### config.mk
export PLATFORM = sky130hd
export DESIGN_NAME = low_power_mode_wake_control
export DESIGN_NICKNAME = d
export VERILOG_FILES = /design/src/lp_pkg.sv /design/src/low_power_mode_wake_control.sv
export SDC_FILE = /design/constraint.sdc
export NUM_CORES = 1
export LEC_CHECK = 0
export BUFFER_PORTS_ARGS = -buffer_cell sky130_fd_sc_hd__buf_2
export CAP_MARGIN = 15
export CELL_PAD_IN_SITES_DETAIL_PLACEMENT = 1
export CELL_PAD_IN_SITES_GLOBAL_PLACEMENT = 1
export CORE_MARGIN = 4
export CORE_UTILIZATION = 50
export CTS_BUF_LIST = sky130_fd_sc_hd__clkbuf_2
export DETAILED_ROUTE_END_ITERATION = 10
export HOLD_SLACK_MARGIN = 0.06
export PLACE_DENSITY_LB_ADDON = 0.1
export SLEW_MARGIN = 20
export SYNTH_ARGS = -nofsm -noshare
export SYNTH_HDL_FRONTEND = slang
export SYNTH_SLANG_ARGS = --single-unit
### constraint.sdc
create_clock -name sys_clk -period 3.97 [get_ports sys_clk]
set_input_delay 0.397 -clock sys_clk [delete_from_list [all_inputs] [get_ports sys_clk]]
set_output_delay 0.397 -clock sys_clk [all_outputs]
set_load 0.02 [all_outputs]
### src/lp_pkg.sv
/*
 * Package for the low-power mode and wake controller: register map, field
 * positions, reset values, mode and state enumerations, bus carrier structs.
 * Assumes a single 200 MHz system clock and a classic Wishbone master.
 */
package lp_pkg;
    localparam logic [7:0] ADDR_MODE_CTRL = 8'h00;
    localparam logic [7:0] ADDR_WAKE_EN0 = 8'h04;
    localparam logic [7:0] ADDR_WAKE_EN1 = 8'h08;
    localparam logic [7:0] ADDR_PD_RUN_CFG = 8'h0C;
    localparam logic [7:0] ADDR_BUS_CLK_EN0 = 8'h10;
    localparam logic [7:0] ADDR_BROWNOUT_CTRL = 8'h14;
    localparam logic [7:0] ADDR_WDT_MODE = 8'h18;
    localparam logic [7:0] ADDR_RTC_OSC_CTRL = 8'h1C;
    localparam logic [7:0] ADDR_PERIPH_KEEP = 8'h20;
    localparam logic [7:0] ADDR_STATUS = 8'h24;
    localparam logic [7:0] ADDR_WAKE_CAUSE = 8'h28;

    // mode control: bits 1:0 requested mode, bit 2 enter strobe (self-clearing)
    localparam int MODE_LSB = 0;
    localparam int ENTER_BIT = 2;
    // wake start-enable 0 bit positions
    localparam int WE_BROWNOUT = 0;
    localparam int WE_WATCHDOG = 1;
    localparam int WE_RTC_ALARM = 2;
    localparam int WE_USART = 3;
    localparam int WE_SPI = 4;
    localparam int WE_I2C = 5;
    localparam int WE_DMA = 6;
    // power_down_run_config: bit set keeps the block running in deep-sleep, except PD_FLASH_AWAKE, which is masked off
    localparam int PD_FRO = 0;
    localparam int PD_WDT_OSC = 1;
    localparam int PD_BROWNOUT = 2;
    localparam int PD_RTC_OSC = 3;
    localparam int PD_FLASH_AWAKE = 4;
    localparam int BUS_CLK_RTC = 0;
    localparam int BO_INT_EN = 0;
    localparam int BO_RST_EN = 1;
    localparam int WDM_ENABLE = 0;
    localparam int WDM_RESET = 1;
    localparam int WDM_INT = 2;
    localparam int RTC_OSC_1HZ = 0;
    // peripheral keep-alive: slave-mode / 32 kHz-mode flags and dma-in-deep-sleep
    localparam int PK_USART_SYNC = 0;
    localparam int PK_USART_32K = 1;
    localparam int PK_SPI_SLAVE = 2;
    localparam int PK_I2C_SLAVE = 3;
    localparam int PK_DMA_DS = 4;

    localparam logic [31:0] RST_ZERO = 32'h0000_0000;
    localparam logic [31:0] RST_PD_RUN_CFG = 32'h0000_0001;
    localparam int PIN_IRQ_W = 8;
    localparam int PERIPH_W = 16;
    localparam int POR_SEQ_CYCLES = 16;

    typedef enum logic [1:0] {MODE_ACTIVE, MODE_SLEEP, MODE_DEEP_SLEEP, MODE_DEEP_PD}
        lp_mode_e;
    typedef enum logic [2:0] {ST_ACTIVE, ST_SLEEP, ST_DEEP_SLEEP, ST_DEEP_PD, ST_POR_SEQ}
        lp_state_e;

    typedef struct packed {
        logic cyc;
        logic stb;
        logic we;
        logic [7:0] adr;
        logic [3:0] sel;
        logic [31:0] dat;
    } wb_req_s;

    typedef struct packed {
        logic ack;
        logic [31:0] dat;
    } wb_rsp_s;

    // wake sources from peripherals and core-side interrupt controller
    typedef struct packed {
        logic [PIN_IRQ_W-1:0] pinIrq;
        logic groupIrq;
        logic brownoutIrq;
        logic brownoutRst;
        logic watchdogIrq;
        logic watchdogRst;
        logic watchdogFed;
        logic oneHertzAlarmFlag;
        logic usartIrq;
        logic spiIrq;
        logic i2cIrq;
        logic dmaIrq;
        logic hardwareWakeRequest;
    } wake_src_s;
endpackage

### src/low_power_mode_wake_control.sv
/*
 * Low-power mode and wake controller: sequences active, sleep, deep-sleep
 * and deep power-down, gates clocks, power and flash standby, and decides
 * which enabled sources may end deep-sleep; a hardware wake request also
 * ends sleep, any rtc alarm deep power-down. Registers over classic Wishbone.
 * Assumes synchronous wake inputs and an interrupt controller that reports
 * its pending-and-enabled set on irqEnabledPending.
 */
// The register addresses and register access over Wishbone were chosen for this implementation.
`timescale 1ns/1ps
module low_power_mode_wake_control
    import lp_pkg::*;
#(
    parameter int PIN_W = lp_pkg::PIN_IRQ_W,
    parameter int PER_W = lp_pkg::PERIPH_W
) (
    input wire logic sys_clk,
    input wire logic rst_n,
    input wire lp_pkg::wb_req_s wbReq,
    output lp_pkg::wb_rsp_s wbRsp,
    input wire lp_pkg::wake_src_s wakeSrc,
    input wire logic [31:0] irqEnabledPending,
    input wire logic [31:0] irqSrcMap,
    input wire logic rtcCounterLoaded,
    input wire logic [PER_W-1:0] periphKeepClock,
    output logic coreClkEn,
    output logic mainClkEn,
    output logic [PER_W-1:0] periphClkEn,
    output logic flashStandby,
    output logic [4:0] analogPowerOn,
    output logic dmaEn,
    output logic retainState,
    output logic pinHold,
    output logic pinFloat,
    output logic coreResume,
    output logic chipResetReq,
    output logic rtcWakeIrq,
    output logic [1:0] powerState
);
    import lp_pkg::*;

    lp_state_e stateReg;
    lp_state_e stateNext;
    logic [31:0] modeCtrlReg;
    logic [31:0] wakeEn0Reg;
    logic [31:0] wakeEn1Reg;
    logic [31:0] pdRunCfgReg;
    logic [31:0] busClkEn0Reg;
    logic [31:0] brownoutCtrlReg;
    logic [31:0] wdtModeReg;
    logic [31:0] rtcOscCtrlReg;
    logic [31:0] periphKeepReg;
    logic [31:0] wakeCauseReg;
    logic [$clog2(POR_SEQ_CYCLES+1)-1:0] porCntReg;
    logic ackReg;
    logic [31:0] rdataReg;
    logic rtcFlagPrevReg;
    logic [31:0] rdataNext;

    // byte-enable merge for a register write
    function automatic logic [31:0] merge(input logic [31:0] old, input logic [31:0] wd,
                                          input logic [3:0] sel);
        logic [31:0] r;
        r = old;
        for (int i = 0; i < 4; i++) begin
            if (sel[i]) begin
                r[i*8 +: 8] = wd[i*8 +: 8];
            end
        end
        return r;
    endfunction

    logic busHit;
    logic wrStb;
    assign busHit = wbReq.cyc && wbReq.stb && !ackReg;
    assign wrStb = busHit && wbReq.we;

    // wake qualification
    logic pinWake;
    logic brownoutWake;
    logic brownoutRstWake;
    logic wdtWake;
    logic wdtRstWake;
    logic rtcWake;
    logic serialWake;
    logic dmaWake;
    logic deepSleepWake;
    logic sleepWake;
    logic wdtArmed;
    logic [PIN_W-1:0] pinEnabled;

    assign pinEnabled = irqSrcMap[PIN_W-1:0] & {wakeEn1Reg[PIN_W-1:0]};
    assign pinWake = |(wakeSrc.pinIrq & pinEnabled)
        || (wakeSrc.groupIrq && wakeEn1Reg[PIN_W]);
    assign brownoutWake = wakeSrc.brownoutIrq && irqSrcMap[PIN_W]
        && wakeEn0Reg[WE_BROWNOUT] && brownoutCtrlReg[BO_INT_EN]
        && pdRunCfgReg[PD_BROWNOUT];
    assign brownoutRstWake = wakeSrc.brownoutRst && brownoutCtrlReg[BO_RST_EN];
    assign wdtArmed = pdRunCfgReg[PD_WDT_OSC] && wdtModeReg[WDM_ENABLE] && wakeSrc.watchdogFed;
    assign wdtWake = wakeSrc.watchdogIrq && wdtArmed && irqSrcMap[PIN_W+1]
        && wakeEn0Reg[WE_WATCHDOG] && wdtModeReg[WDM_INT];
    assign wdtRstWake = wakeSrc.watchdogRst && wdtArmed && wdtModeReg[WDM_RESET];
    assign rtcWake = rtcWakeIrq && rtcOscCtrlReg[RTC_OSC_1HZ] && busClkEn0Reg[BUS_CLK_RTC]
        && rtcCounterLoaded && wakeEn0Reg[WE_RTC_ALARM];
    assign serialWake = (wakeSrc.usartIrq && wakeEn0Reg[WE_USART]
            && (periphKeepReg[PK_USART_SYNC] || periphKeepReg[PK_USART_32K]))
        || (wakeSrc.spiIrq && wakeEn0Reg[WE_SPI] && periphKeepReg[PK_SPI_SLAVE])
        || (wakeSrc.i2cIrq && wakeEn0Reg[WE_I2C] && periphKeepReg[PK_I2C_SLAVE]);
    assign dmaWake = wakeSrc.dmaIrq && wakeEn0Reg[WE_DMA] && periphKeepReg[PK_DMA_DS];
    assign deepSleepWake = pinWake || brownoutWake || wdtWake || rtcWake || serialWake
        || dmaWake;
    assign sleepWake = (|irqEnabledPending) || wakeSrc.hardwareWakeRequest;

    logic enterReq;
    lp_mode_e reqMode;
    assign enterReq = wrStb && wbReq.adr == ADDR_MODE_CTRL && wbReq.sel[0]
        && wbReq.dat[ENTER_BIT];
    assign reqMode = lp_mode_e'(wbReq.dat[MODE_LSB +: 2]);

    // state machine
    always_comb begin
        stateNext = stateReg;
        case (stateReg)
            ST_ACTIVE: begin
                if (enterReq) begin
                    case (reqMode)
                        MODE_SLEEP: stateNext = ST_SLEEP;
                        MODE_DEEP_SLEEP: stateNext = ST_DEEP_SLEEP;
                        MODE_DEEP_PD: stateNext = ST_DEEP_PD;
                        default: stateNext = ST_ACTIVE;
                    endcase
                end
            end
            ST_SLEEP: begin
                if (sleepWake) begin
                    stateNext = ST_ACTIVE;
                end
            end
            ST_DEEP_SLEEP: begin
                if (brownoutRstWake || wdtRstWake) begin
                    stateNext = ST_POR_SEQ;
                end else if (deepSleepWake) begin
                    stateNext = ST_ACTIVE;
                end
            end
            ST_DEEP_PD: begin
                if (rtcWakeIrq) begin
                    stateNext = ST_POR_SEQ;
                end
            end
            ST_POR_SEQ: begin
                if (porCntReg == ($bits(porCntReg))'(POR_SEQ_CYCLES - 1)) begin
                    stateNext = ST_ACTIVE;
                end
            end
            default: stateNext = ST_ACTIVE;
        endcase
    end

    always_ff @(posedge sys_clk or negedge rst_n) begin
        if (!rst_n) begin
            stateReg <= ST_ACTIVE;
        end else begin
            stateReg <= stateNext;
        end
    end

    always_ff @(posedge sys_clk or negedge rst_n) begin
        if (!rst_n) begin
            porCntReg <= '0;
        end else if (stateReg == ST_POR_SEQ) begin
            porCntReg <= porCntReg + 1'b1;
        end else begin
            porCntReg <= '0;
        end
    end

    // rtc alarm request: rising edge of the flag sets it, held until the flag falls
    always_ff @(posedge sys_clk or negedge rst_n) begin
        if (!rst_n) begin
            rtcFlagPrevReg <= 1'b0;
            rtcWakeIrq <= 1'b0;
        end else begin
            rtcFlagPrevReg <= wakeSrc.oneHertzAlarmFlag;
            if (wakeSrc.oneHertzAlarmFlag && !rtcFlagPrevReg) begin
                rtcWakeIrq <= 1'b1;
            end else if (!wakeSrc.oneHertzAlarmFlag) begin
                rtcWakeIrq <= 1'b0;
            end
        end
    end

    // config registers; the reset sequence after deep power-down or a deep-sleep reset wake wipes them, the rtc domain bits survive
    logic pdWipe;
    assign pdWipe = stateReg == ST_POR_SEQ && porCntReg == '0;
    always_ff @(posedge sys_clk or negedge rst_n) begin
        if (!rst_n) begin
            modeCtrlReg <= RST_ZERO;
            wakeEn0Reg <= RST_ZERO;
            wakeEn1Reg <= RST_ZERO;
            pdRunCfgReg <= RST_PD_RUN_CFG;
            busClkEn0Reg <= RST_ZERO;
            brownoutCtrlReg <= RST_ZERO;
            wdtModeReg <= RST_ZERO;
            periphKeepReg <= RST_ZERO;
        end else if (pdWipe) begin
            modeCtrlReg <= RST_ZERO;
            wakeEn0Reg <= RST_ZERO;
            wakeEn1Reg <= RST_ZERO;
            pdRunCfgReg <= RST_PD_RUN_CFG;
            busClkEn0Reg <= RST_ZERO;
            brownoutCtrlReg <= RST_ZERO;
            wdtModeReg <= RST_ZERO;
            periphKeepReg <= RST_ZERO;
        end else if (wrStb) begin
            if (wbReq.adr == ADDR_MODE_CTRL) begin
                modeCtrlReg <= merge(modeCtrlReg, wbReq.dat & ~(32'h1 << ENTER_BIT), wbReq.sel);
            end else if (wbReq.adr == ADDR_WAKE_EN0) begin
                wakeEn0Reg <= merge(wakeEn0Reg, wbReq.dat, wbReq.sel);
            end else if (wbReq.adr == ADDR_WAKE_EN1) begin
                wakeEn1Reg <= merge(wakeEn1Reg, wbReq.dat, wbReq.sel);
            end else if (wbReq.adr == ADDR_PD_RUN_CFG) begin
                pdRunCfgReg <= merge(pdRunCfgReg, wbReq.dat, wbReq.sel);
            end else if (wbReq.adr == ADDR_BUS_CLK_EN0) begin
                busClkEn0Reg <= merge(busClkEn0Reg, wbReq.dat, wbReq.sel);
            end else if (wbReq.adr == ADDR_BROWNOUT_CTRL) begin
                brownoutCtrlReg <= merge(brownoutCtrlReg, wbReq.dat, wbReq.sel);
            end else if (wbReq.adr == ADDR_WDT_MODE) begin
                // watchdog mode bits lock once set until reset
                wdtModeReg <= wdtModeReg | merge(wdtModeReg, wbReq.dat, wbReq.sel);
            end else if (wbReq.adr == ADDR_PERIPH_KEEP) begin
                periphKeepReg <= merge(periphKeepReg, wbReq.dat, wbReq.sel);
            end
        end
    end

    // rtc oscillator control lives in the always-on domain: no wipe on deep power-down
    always_ff @(posedge sys_clk or negedge rst_n) begin
        if (!rst_n) begin
            rtcOscCtrlReg <= RST_ZERO;
        end else if (wrStb && wbReq.adr == ADDR_RTC_OSC_CTRL) begin
            rtcOscCtrlReg <= merge(rtcOscCtrlReg, wbReq.dat, wbReq.sel);
        end
    end

    // wake cause: sticky, set wins over a software clear (write one to clear)
    logic [31:0] causeSet;
    assign causeSet = {24'h0, rtcWakeIrq && stateReg == ST_DEEP_PD, wdtRstWake, brownoutRstWake,
        dmaWake || serialWake, rtcWake, wdtWake, brownoutWake, pinWake}
        & {32{stateReg == ST_DEEP_SLEEP || stateReg == ST_DEEP_PD}};
    always_ff @(posedge sys_clk or negedge rst_n) begin
        if (!rst_n) begin
            wakeCauseReg <= RST_ZERO;
        end else begin
            if (wrStb && wbReq.adr == ADDR_WAKE_CAUSE) begin
                wakeCauseReg <= (wakeCauseReg & ~merge(32'h0, wbReq.dat, wbReq.sel)) | causeSet;
            end else begin
                wakeCauseReg <= wakeCauseReg | causeSet;
            end
        end
    end

    // wishbone slave: one wait state, ack one cycle after strobe
    always_comb begin
        rdataNext = RST_ZERO;
        if (wbReq.adr == ADDR_MODE_CTRL) begin
            rdataNext = modeCtrlReg;
        end else if (wbReq.adr == ADDR_WAKE_EN0) begin
            rdataNext = wakeEn0Reg;
        end else if (wbReq.adr == ADDR_WAKE_EN1) begin
            rdataNext = wakeEn1Reg;
        end else if (wbReq.adr == ADDR_PD_RUN_CFG) begin
            rdataNext = pdRunCfgReg;
        end else if (wbReq.adr == ADDR_BUS_CLK_EN0) begin
            rdataNext = busClkEn0Reg;
        end else if (wbReq.adr == ADDR_BROWNOUT_CTRL) begin
            rdataNext = brownoutCtrlReg;
        end else if (wbReq.adr == ADDR_WDT_MODE) begin
            rdataNext = wdtModeReg;
        end else if (wbReq.adr == ADDR_RTC_OSC_CTRL) begin
            rdataNext = rtcOscCtrlReg;
        end else if (wbReq.adr == ADDR_PERIPH_KEEP) begin
            rdataNext = periphKeepReg;
        end else if (wbReq.adr == ADDR_STATUS) begin
            rdataNext = {29'h0, stateReg};
        end else if (wbReq.adr == ADDR_WAKE_CAUSE) begin
            rdataNext = wakeCauseReg;
        end
    end

    always_ff @(posedge sys_clk or negedge rst_n) begin
        if (!rst_n) begin
            ackReg <= 1'b0;
            rdataReg <= RST_ZERO;
        end else begin
            ackReg <= busHit;
            rdataReg <= busHit ? rdataNext : RST_ZERO;
        end
    end
    assign wbRsp = '{ack: ackReg, dat: rdataReg};

    // power and clock outputs, all registered from the next state
    always_ff @(posedge sys_clk or negedge rst_n) begin
        if (!rst_n) begin
            coreClkEn <= 1'b1;
            mainClkEn <= 1'b1;
            periphClkEn <= '1;
            flashStandby <= 1'b0;
            analogPowerOn <= RST_PD_RUN_CFG[4:0];
            dmaEn <= 1'b1;
            retainState <= 1'b1;
            pinHold <= 1'b0;
            pinFloat <= 1'b0;
            coreResume <= 1'b0;
            chipResetReq <= 1'b0;
            powerState <= MODE_ACTIVE;
        end else begin
            coreResume <= stateReg != ST_ACTIVE && stateNext == ST_ACTIVE;
            chipResetReq <= stateNext == ST_POR_SEQ;
            case (stateNext)
                ST_SLEEP: begin
                    coreClkEn <= 1'b0;
                    mainClkEn <= 1'b1;
                    periphClkEn <= periphKeepClock;
                    flashStandby <= 1'b0;
                    analogPowerOn <= '1;
                    dmaEn <= 1'b1;
                    retainState <= 1'b1;
                    pinHold <= 1'b1;
                    pinFloat <= 1'b0;
                    powerState <= MODE_SLEEP;
                end
                ST_DEEP_SLEEP: begin
                    coreClkEn <= 1'b0;
                    mainClkEn <= 1'b0;
                    periphClkEn <= periphKeepClock & {PER_W{1'b0}};
                    flashStandby <= 1'b1;
                    analogPowerOn <= pdRunCfgReg[4:0] & ~(5'h1 << PD_FLASH_AWAKE);
                    dmaEn <= periphKeepReg[PK_DMA_DS];
                    retainState <= 1'b1;
                    pinHold <= 1'b1;
                    pinFloat <= 1'b0;
                    powerState <= MODE_DEEP_SLEEP;
                end
                ST_DEEP_PD: begin
                    coreClkEn <= 1'b0;
                    mainClkEn <= 1'b0;
                    periphClkEn <= '0;
                    flashStandby <= 1'b1;
                    analogPowerOn <= 5'(rtcOscCtrlReg[RTC_OSC_1HZ]) << PD_RTC_OSC;
                    dmaEn <= 1'b0;
                    retainState <= 1'b0;
                    pinHold <= 1'b0;
                    pinFloat <= 1'b1;
                    powerState <= MODE_DEEP_PD;
                end
                ST_POR_SEQ: begin
                    coreClkEn <= 1'b0;
                    mainClkEn <= 1'b1;
                    periphClkEn <= '0;
                    flashStandby <= 1'b0;
                    analogPowerOn <= RST_PD_RUN_CFG[4:0];
                    dmaEn <= 1'b0;
                    retainState <= 1'b0;
                    pinHold <= 1'b0;
                    pinFloat <= 1'b1;
                    powerState <= MODE_DEEP_PD;
                end
                default: begin
                    coreClkEn <= 1'b1;
                    mainClkEn <= 1'b1;
                    periphClkEn <= '1;
                    flashStandby <= 1'b0;
                    analogPowerOn <= '1;
                    dmaEn <= 1'b1;
                    retainState <= 1'b1;
                    pinHold <= 1'b0;
                    pinFloat <= 1'b0;
                    powerState <= MODE_ACTIVE;
                end
            endcase
        end
    end
endmodule

======== Word-level counts from Yosys, hierarchy flattened ========
Cells that the tools add are included.
cells by class
  add/subtract/negate cells ............... 1
  equality and inequality tests ........... 30
  multiplexer cells ....................... 139
  bitwise logic cells ..................... 8
  reductions and logical operators ........ 111
operator list
  operator            number
  $mux 32             65
  $mux 8              53
  $or 32x32->32       3
  $reduce_and 10->1   4
  $reduce_and 8->1    5
  $logic_and 1x1->1   38
  $and 32x32->32      1
  $and 8x32->32       1
  $eq 8x5->1 const B  4
  $not 32->32         1
  $pmux 16 s2         1
  $reduce_or 32->1    1
  $reduce_and 7->1    4
  $reduce_bool 2->1   13
  $eq 8x6->1 const B  3
  $reduce_and 6->1    4
  $reduce_and 5->1    4
  $mux 3              6
  $and 8x8->8         2
  $eq 8x4->1 const B  2
  $reduce_and 4->1    4
  $pmux 3 s5          1
  $pmux 5 s3          1
  $ne 2x2->1 const B  7
  25 further kinds    61
word-level totals
  bits in registers ....................... 395

======== Depth between registers and ports, before layout ========
Gate-level depths: netlist of the first run.
  word-level depth ........................ 20
  mapped depth ............................ 11

======== Worst setup path after synthesis of the first run ========
No wires, ideal clock.
  kind .................................... input to register
  start point ............................. in wbReq[45] (netlist name)
  end point ............................... reg periphClkEn[13]
  library setup time ...................... 0.073 ns
  arrival ................................. 2.092 ns
  required time ........................... 3.897 ns
  setup slack ............................. 1.805 ns
  stages on the path ...................... 11
  path buffers ............................ 4
  cell sequence ........................... nand3b_2 inv_2 and3_1 buf_6 and4_4 a211o_1 buf_6 or2_1 buf_4 buf_6 a21oi_1
between the ends
  word-level cells in the longest chain between the ends .. 11
RTL lines
  item                                             line                                RTL
  from (decl)                                      low_power_mode_wake_control.sv:19   input wire lp_pkg::wb_req_s wbReq,
  $logic_and 1x1->1 * (2 in a row)                 low_power_mode_wake_control.sv:75   assign busHit = wbReq.cyc && wbReq.stb && !ackReg;
  $logic_and 1x1->1 *                              low_power_mode_wake_control.sv:76   assign wrStb = busHit && wbReq.we;
  $logic_and 1x1->1 * (2 in a row)                 low_power_mode_wake_control.sv:116  assign enterReq = wrStb && wbReq.adr == ADDR_MODE_CTRL && wbReq.sel[0]
  $logic_and 1x1->1 *                              low_power_mode_wake_control.sv:117  && wbReq.dat[ENTER_BIT];
  $mux 3 *                                         low_power_mode_wake_control.sv:125  if (enterReq) begin
  $pmux 3 s5 *                                     low_power_mode_wake_control.sv:123  case (stateReg)
  $eq 3x3->1 / $eq 3x2->1 (equally long branches)  low_power_mode_wake_control.sv:320  case (stateNext)
  $reduce_or 3->1 (no source line)                 -
  $pmux 16 s2 *                                    low_power_mode_wake_control.sv:320
  to (signal assigned)                             low_power_mode_wake_control.sv:324  periphClkEn <= periphKeepClock;
  to (signal assigned)                             low_power_mode_wake_control.sv:336  periphClkEn <= periphKeepClock & {PER_W{1'b0}};
  to (decl)                                        low_power_mode_wake_control.sv:28   output logic [PER_W-1:0] periphClkEn,
Mark *: on every way between the ends. The rest lies on a longest branch, timed or not.
A chain may end at the register's enable or synchronous reset.

======== Worst setup path after layout of the first run ========
  start point ............................. reg ackReg
  end point ............................... reg modeCtrlReg[31]
between the ends
  word-level cells in the longest chain between the ends .. 5
RTL lines
  item                                line                                RTL
  from (decl)                         low_power_mode_wake_control.sv:55   logic ackReg;
  from (signal assigned)              low_power_mode_wake_control.sv:296  ackReg <= busHit;
  $logic_not 1->1                     low_power_mode_wake_control.sv:75
  $logic_and 1x1->1                   low_power_mode_wake_control.sv:75
  $logic_and 1x1->1                   low_power_mode_wake_control.sv:76
  $reduce_bool 2->1 (no source line)  -
  $reduce_and 3->1 (no source line)   -
  to (signal assigned)                low_power_mode_wake_control.sv:217  modeCtrlReg <= merge(modeCtrlReg, wbReq.dat & ~(32'h1 << ENTER_BIT), wbReq.sel);
  to (decl)                           low_power_mode_wake_control.sv:44   logic [31:0] modeCtrlReg;
No other way between the ends.

==> results.tsv, run 1 <==
stage	metric	value	unit
run_status	status	completed	
global_routing	grt.total_usage	38.4	%
cells_and_area	multiInputGateArea	7570	µm²
floorplan	die_x	198	µm
power	vdd_drop_max	0.000203	V
sta	setup_slack	0.456	ns
clocking	post_cts_buffers	0	
power	total_leakage_power	9.95	nW
synthesis	yosysWarnings	0	
clocking	htree_levels	3	
synthesis	synth_nets	2117	
sta	tns	0	ns
drt	viasPerCell	6.28	
drt	routed_wirelength	75800	µm
setup_path	start_kind	flip-flop	
synthesis	synth_ff_type	dfrtp_1	
place	dp_hpwl	48300	µm
global_routing	antenna_found_initial	2	
floorplan	coreArea	35700	µm²
drt	vias	17900	
cells_and_area	fin_util	61.1	%
synthesis	synthesis.area	18100	µm²
floorplan	die_area	39400	µm²
place	pre_cts_ws	0.657	ns
sta	setup_viol	0	
synthesis	avgSynthCellArea	9.24	µm²
sta	skew	0.0711	ns
clocking	cts_root_buf	clkbuf_2	
setup_path	critical_path_required	5.00	ns
sta	period_needed	3.51	ns
place	dp_cells	2543	
power	powerDensity	352	nW/µm²
drt	drt_iter0_drc	1723	
synthesis	async_reset_ff_share	100	%
sta	fmax	285	MHz
global_routing	grt_max_degree	131	
place	placed_cell_area	19700	µm²
synthesis	yosysUniqueCellTypes	70	
drt	wire_per_inst	26.7	µm
sta	rsz0062_at_grt	false	
floorplan	pin_count	216	
setup_path	cp_max_fo	22	
cells_and_area	fillers	4190	
worst_hold_path	hold_class	in -> reg	
global_routing	grt_pass1_wl	116000	µm
floorplan	fp.dieH	198	µm
setup_path	critPathArrivalTime	4.54	ns
clocking	clock_path_buffers	3	
cells_and_area	area_growth	20.1	%
floorplan	rows	69	
cells_and_area	fin_nets	2455	
clocking	cts_tree	done	
synthesis	syn_inst	1964	
synthesis	synth_edf_count	0	
synthesis	ys_ff_latch	394	
cells_and_area	final_area	21800	µm²
floorplan	start_util	50.9	%
cells_and_area	layout.area.seq	9890	µm²
drt	drc	0	
clocking	worstSkewPairLatency	1.11	ns
setup_path	timing_worst_setup_path_type	reg -> reg	
sta	timing.slew.headroom	32.7	%
place	place_congestion	0.967	
drt	drtPass1Iterations	6	
sta	fin_crit_sh	88.5	%
cells_and_area	drive_above_1_share	21.7	%
setup_path	worstSetupEndpointType	flip-flop	
sta	slew_violations	0	
flow_run	max-cap-violations	0	
synthesis	ys_seq_area_share	54.5	%
clocking	clkTransAtPathRegs	0.11	ns
sta	tightest_slew	1.00	ns
sta	hold_violations	0	
cells_and_area	fin_cells	2844	
global_routing	overflow	0	
drt	drtAntennaViolNets	0	
clocking	cts_buffers	103	
global_routing	grt_pass1_vias	19500	
clocking	cts.sinks	394	
place	port_buffers	193	
[metrics by stage]
step	hold slack (ns)	total power, mW
3_3_place_gp	0.364	4.58
6_report	0.165	7.66
2_1_floorplan	0.101	4.30
5_1_grt	0.135	7.95
3_5_place_dp	0.374	4.59
4_1_cts	0.0701	7.63
[registers in the layout (all words and copies together), names as in the netlist, 2 cells and up]
| name | count |
|---|---|
| brownoutCtrlReg | 32 |
| busClkEn0Reg | 32 |
| pdRunCfgReg | 32 |
| periphKeepReg | 32 |
| rdataReg | 32 |
| rtcOscCtrlReg | 32 |
| wakeCauseReg | 32 |
| wakeEn0Reg | 32 |
| wakeEn1Reg | 32 |
| wdtModeReg | 32 |
| modeCtrlReg | 31 |
| periphClkEn | 16 |
| analogPowerOn | 5 |
| porCntReg | 5 |
| stateReg | 3 |
| powerState | 2 |
[cell usage after synthesis (all sizes together), types with 7 or more instances]
library cell / number / area, µm²
a21o: 8 / 60.1
nand2b: 8 / 50.1
buf: 65 / 350
a21boi: 26 / 195
nor2b: 7 / 43.8
a221oi: 24 / 210
or2: 7 / 43.8
nor3: 11 / 65.1
mux2i: 40 / 400
nand3: 86 / 430
nor4: 11 / 83.8
dfrtp: 372 / 9310
o21ai: 166 / 831
o22ai: 29 / 181
mux2: 38 / 428
a22oi: 18 / 135
dfstp: 22 / 578
o211ai: 7 / 52.6
a31oi: 8 / 71.3
o221ai: 14 / 123
nand2: 436 / 1640
nor2: 92 / 368
a21oi: 296 / 1480
and3: 9 / 56.3
inv: 13 / 48.8
clkbuf: 84 / 315
[where the power goes]
part | internal, mW | switching [mW]
combinational | 0.190 | 0.371
sequential | 4.04 | 0.0166
clock | 1.21 | 1.84
total | 5.44 | 2.22
[final timing paths]
| check | slack, ns | end | start | depth (start not counted) |
|---|---|---|---|---|
| setup / recovery | 0.46 | modeCtrlReg[31] | ackReg | 8 |
| hold / removal | 0.16 | periphClkEn[10] | periphKeepClock[10] | 4 |
| setup reg to reg | 0.46 | modeCtrlReg[31] | ackReg | 8 |
| hold reg to reg | 0.43 | rtcWakeIrq | rtcFlagPrevReg | 1 |
| max in group asynchronous | 2.71 | rtcOscCtrlReg[27] | rst_n | 4 |
| min in group asynchronous | 0.49 | brownoutCtrlReg[6] | rst_n | 4 |
[placed cells by master (no fill, tap or decap), drive strengths merged, types with 3 or more instances in the layout]
cell type,instances
a211o,4
a211oi,4
a21boi,26
a21o,8
a21oi,296
a221o,4
a221oi,24
a22oi,18
a31oi,8
a32o,4
and3,9
buf,268
bufinv,3
clkbuf,152
clkinv,27
dfrtp,372
dfstp,22
dlygate4sd3,114
ha,3
inv,15
mux2,38
mux2i,40
nand2,436
nand2b,8
nand3,86
nand4,4
nor2,92
nor2b,7
nor3,11
nor4,11
nor4b,4
o211ai,7
o21ai,166
o221ai,14
o22a,4
o22ai,29
o2bb2ai,3
or2,7
or3,4
or4,4
[routing by layer]
metal  track usage, %  up-vias  routed length [µm]
met5                0        -                   0
met4             25.4        0                5590
met3             8.38      290                6440
met2             63.4      933               36100
met1             45.3     9022               27700
li1                 -     7621                   -
[cells by family after synthesis]
group / share of synthesized area, %
compound gates: 20.1
xor+xnor: 0.145
fa+ha+maj: 0.207
buf+inv: 3.96
flops: 54.5
mux: 4.57
simple gates: 16.5
[critical path: stages, from the launching register on]
cell and delay [ns]:
dfrtp_1 0.37, nand3b_2 0.32, inv_2 0.49, nand3_1 0.21, dlygate4sd3_1 0.66, nor2_1 0.61
nand2_1 0.11, dlygate4sd3_1 0.58, a21oi_1 0.13
[what timing repair did]
| item | CTS | global route |
|---|---|---|
| gates resized for setup | 0 | 0 |
| hold buffers | 115 | 0 |
| hold endpoints to repair | 732 | 0 |
[final cells by class]
| type | instances | share of cell area (%) |
|---|---|---|
| well taps | 461 | 2.65 |
| repair buffers | 382 | 12.6 |
| multi-input cells | 1407 | 34.7 |
| clock buffers | 152 | 3.49 |
| diodes | 2 | 0.0230 |
| inverters | 14 | 0.241 |
| flip-flops and latches | 394 | 45.4 |
| clock inverters | 32 | 0.930 |
(Power assumes the default switching activity.)
==> run 2, diff against run 1 <==
==> constraint.sdc (replaced) <==
create_clock -name sys_clk -period 3.97 [get_ports sys_clk]
set_input_delay 0.1985 -clock sys_clk [delete_from_list [all_inputs] [get_ports sys_clk]]
set_output_delay 0.1985 -clock sys_clk [all_outputs]
set_load 0.02 [all_outputs]
==> results.tsv, run 2 (synthesis gave the netlist of run 1 again) <==
stage	metric	value	unit
power	finalPower	7.64	mW
worst_hold_path	hold_end	brownoutCtrlReg[10]	
cells_and_area	final_cell_mix	nand2_1, dfrtp_1, a21oi_1, buf_2, dlygate4sd3_1	
drt	routed_wirelength	81900	µm
sta	tightest_slew	1.04	ns
power	vdd_drop_max	0.000177	V
setup_path	ff2ff_path_depth	8	
cells_and_area	layout.area.seq	9890	µm²
sta	fmax	266	MHz
sta	rsz0062_at_grt	false	
setup_path	cp_max_fo	17	
sta	fin_crit_sh	94.9	%
setup_path	critical_path_required	4.93	ns
global_routing	grt.total_usage	41.4	%
global_routing	grt_pass1_wl	124000	µm
drt	drtAntennaViolNets	0	
setup_path	critPathArrivalTime	4.73	ns
global_routing	grt_pass1_vias	20400	
clocking	cts.sinks	394	
place	dp_hpwl	47900	µm
clocking	worstSkewPairLatency	1.06	ns
setup_path	path_delay_family	buffers and inverters	
power	total_leakage_power	10.3	nW
sta	setup_viol	0	
global_routing	grt_max_degree	102	
clocking	cts_buffers	104	
drt	vias	18900	
setup_path	timing_worst_setup_path_type	in -> reg	
setup_path	worstSetupEndpointType	flip-flop	
floorplan	die_x	198	µm
clocking	cts_tree	done	
cells_and_area	layout_commonest_cell	nand2_1	
floorplan	pin_count	216	
setup_path	slowest_stage	dlygate4sd3_1	
sta	hold_violations	0	
worst_hold_path	hp-start	wbReq[10]	
setup_path	r2r_start	ackReg	
run_status	status	completed	
place	port_buffers	193	
setup_path	path_buf_inv	6	
setup_path	r2r-end	modeCtrlReg[16]	
setup_path	reg2reg_setup_slack	0.36	ns
floorplan	start_util	50.9	%
cells_and_area	drive_above_1_share	21.8	%
setup_path	slowest_delay	0.63	ns
global_routing	antenna_found_initial	6	
flow_run	max-cap-violations	0	
sta	slew_violations	0	
setup_path	path_cells	dlygate4sd3_1 > buf_2 > nor4_2 > dlygate4sd3_1 > nand2_1 > dlygate4sd3_1 > nor3_1 > dlygate4sd3_1 > a211o_1 > or2_1 > a21oi_1 > dlygate4sd3_1	
sta	skew	0.0735	ns
floorplan	die_area	39400	µm²
sta	timing.slew.headroom	30.2	%
drt	drtPass1Iterations	7	
floorplan	rows	69	
setup_path	start_kind	input port	
floorplan	fp.dieH	198	µm
floorplan	coreArea	35700	µm²
drt	drc	0	
place	place_congestion	0.947	
worst_hold_path	hold_class	in -> reg	
drt	drt_iter0_drc	1697	
drt	wire_per_inst	28.0	µm
sta	tns	0	ns
setup_path	cpMostUsedCell	dlygate4sd3_1	
cells_and_area	area_growth	24.3	%
sta	period_needed	3.77	ns
cells_and_area	fillers	4133	
global_routing	overflow	0	
cells_and_area	multiInputGateArea	7590	µm²
worst_hold_path	hold_depth	4	
clocking	clock_path_buffers	3	
clocking	clkTransAtPathRegs	0.11	ns
cells_and_area	fin_nets	2532	
clocking	htree_levels	3	
clocking	post_cts_buffers	0	
power	powerDensity	339	nW/µm²
clocking	cts_root_buf	clkbuf_2	
drt	viasPerCell	6.47	
==> run 2: cell types whose count changed in the layout (fill, tap and decap cells not counted), moves of 2 or more <==
cell | before | now
buf_12 | 3 | 5
clkinv_1 | 27 | 14
a21oi_2 | 1 | 5
diode_2 | 2 | 6
bufinv_16 | 3 | 1
dlygate4sd3_1 | 114 | 187
a21oi_1 | 295 | 291
clkbuf_2 | 152 | 163
==> run 2: stage by stage <==
step / util (%) / cell area, µm² / instances / worst slack [ns] / hold slack [ns]
after CTS: 63.1 / 22500 / 2914 / 0.466 / 0.0621
after detailed placement: 55.3 / 19700 / 2546 / 0.795 / 0.315
after floorplan: - / 18100 / 1964 / 1.83 / -0.0971
after global routing: 63.2 / 22500 / 2918 / 0.215 / 0.0522
final: 63.2 / 22600 / 2920 / 0.204 / 0.140
after global placement: 55.3 / 19700 / 2546 / 0.923 / 0.319
==> run 2: report_power, final <==
| group | total [mW] | internal (mW) | switching [mW] | leakage [nW] |
|---|---|---|---|---|
| Clock | 2.95 | 1.13 | 1.82 | 0.724 |
| Sequential | 4.05 | 4.04 | 0.0167 | 5.40 |
| Combinational | 0.634 | 0.229 | 0.404 | 4.14 |
| Total | 7.64 | 5.39 | 2.24 | 10.3 |
==> run 2: how the worst max path moves through the flow <==
stage	startpoint	cells after the start	slack (ns)	to
final	irqEnabledPending[10]	12	0.20	periphClkEn[15]
after global routing	irqEnabledPending[10]	12	0.22	periphClkEn[15]
after CTS	ackReg	8	0.47	modeCtrlReg[28]
after detailed placement	wbReq[39]	8	0.79	modeCtrlReg[23]
after global placement	wbReq[39]	8	0.92	modeCtrlReg[23]
after floorplan	stateReg[0]	9	1.83	brownoutCtrlReg[15]
==> run 2: final cells by class <==
cell class	count	share of cell area (%)
Antenna cell	6	0.0666
Timing Repair Buffer	458	15.6
Clock inverter	17	0.405
Sequential cell	394	43.8
Multi-Input combinational cell	1407	33.7
Clock buffer	163	3.62
Inverter	14	0.233
Tap cell	461	2.56
==> run 2: timing repair <==
item                                   in CTS  in global routing
hold buffers                              188                  0
resized for setup                           0                  2
setup endpoints to repair                   0                  5
endpoints found under the hold margin     750                  0
==> run 2: worst min-delay path, cell delays in order <==
cell and delay, ns:
dlygate4sd3_1 0.53, buf_2 0.23, nand2_1 0.11, o21ai_0 0.08
==> run 2: routing by layer <==
metal	global-route usage [%]	wire [µm]	up-vias
li1	-	-	7791
met1	48.0	28700	9361
met2	65.8	37800	1300
met3	11.0	8080	429
met4	31.5	7260	2
met5	0	24	-
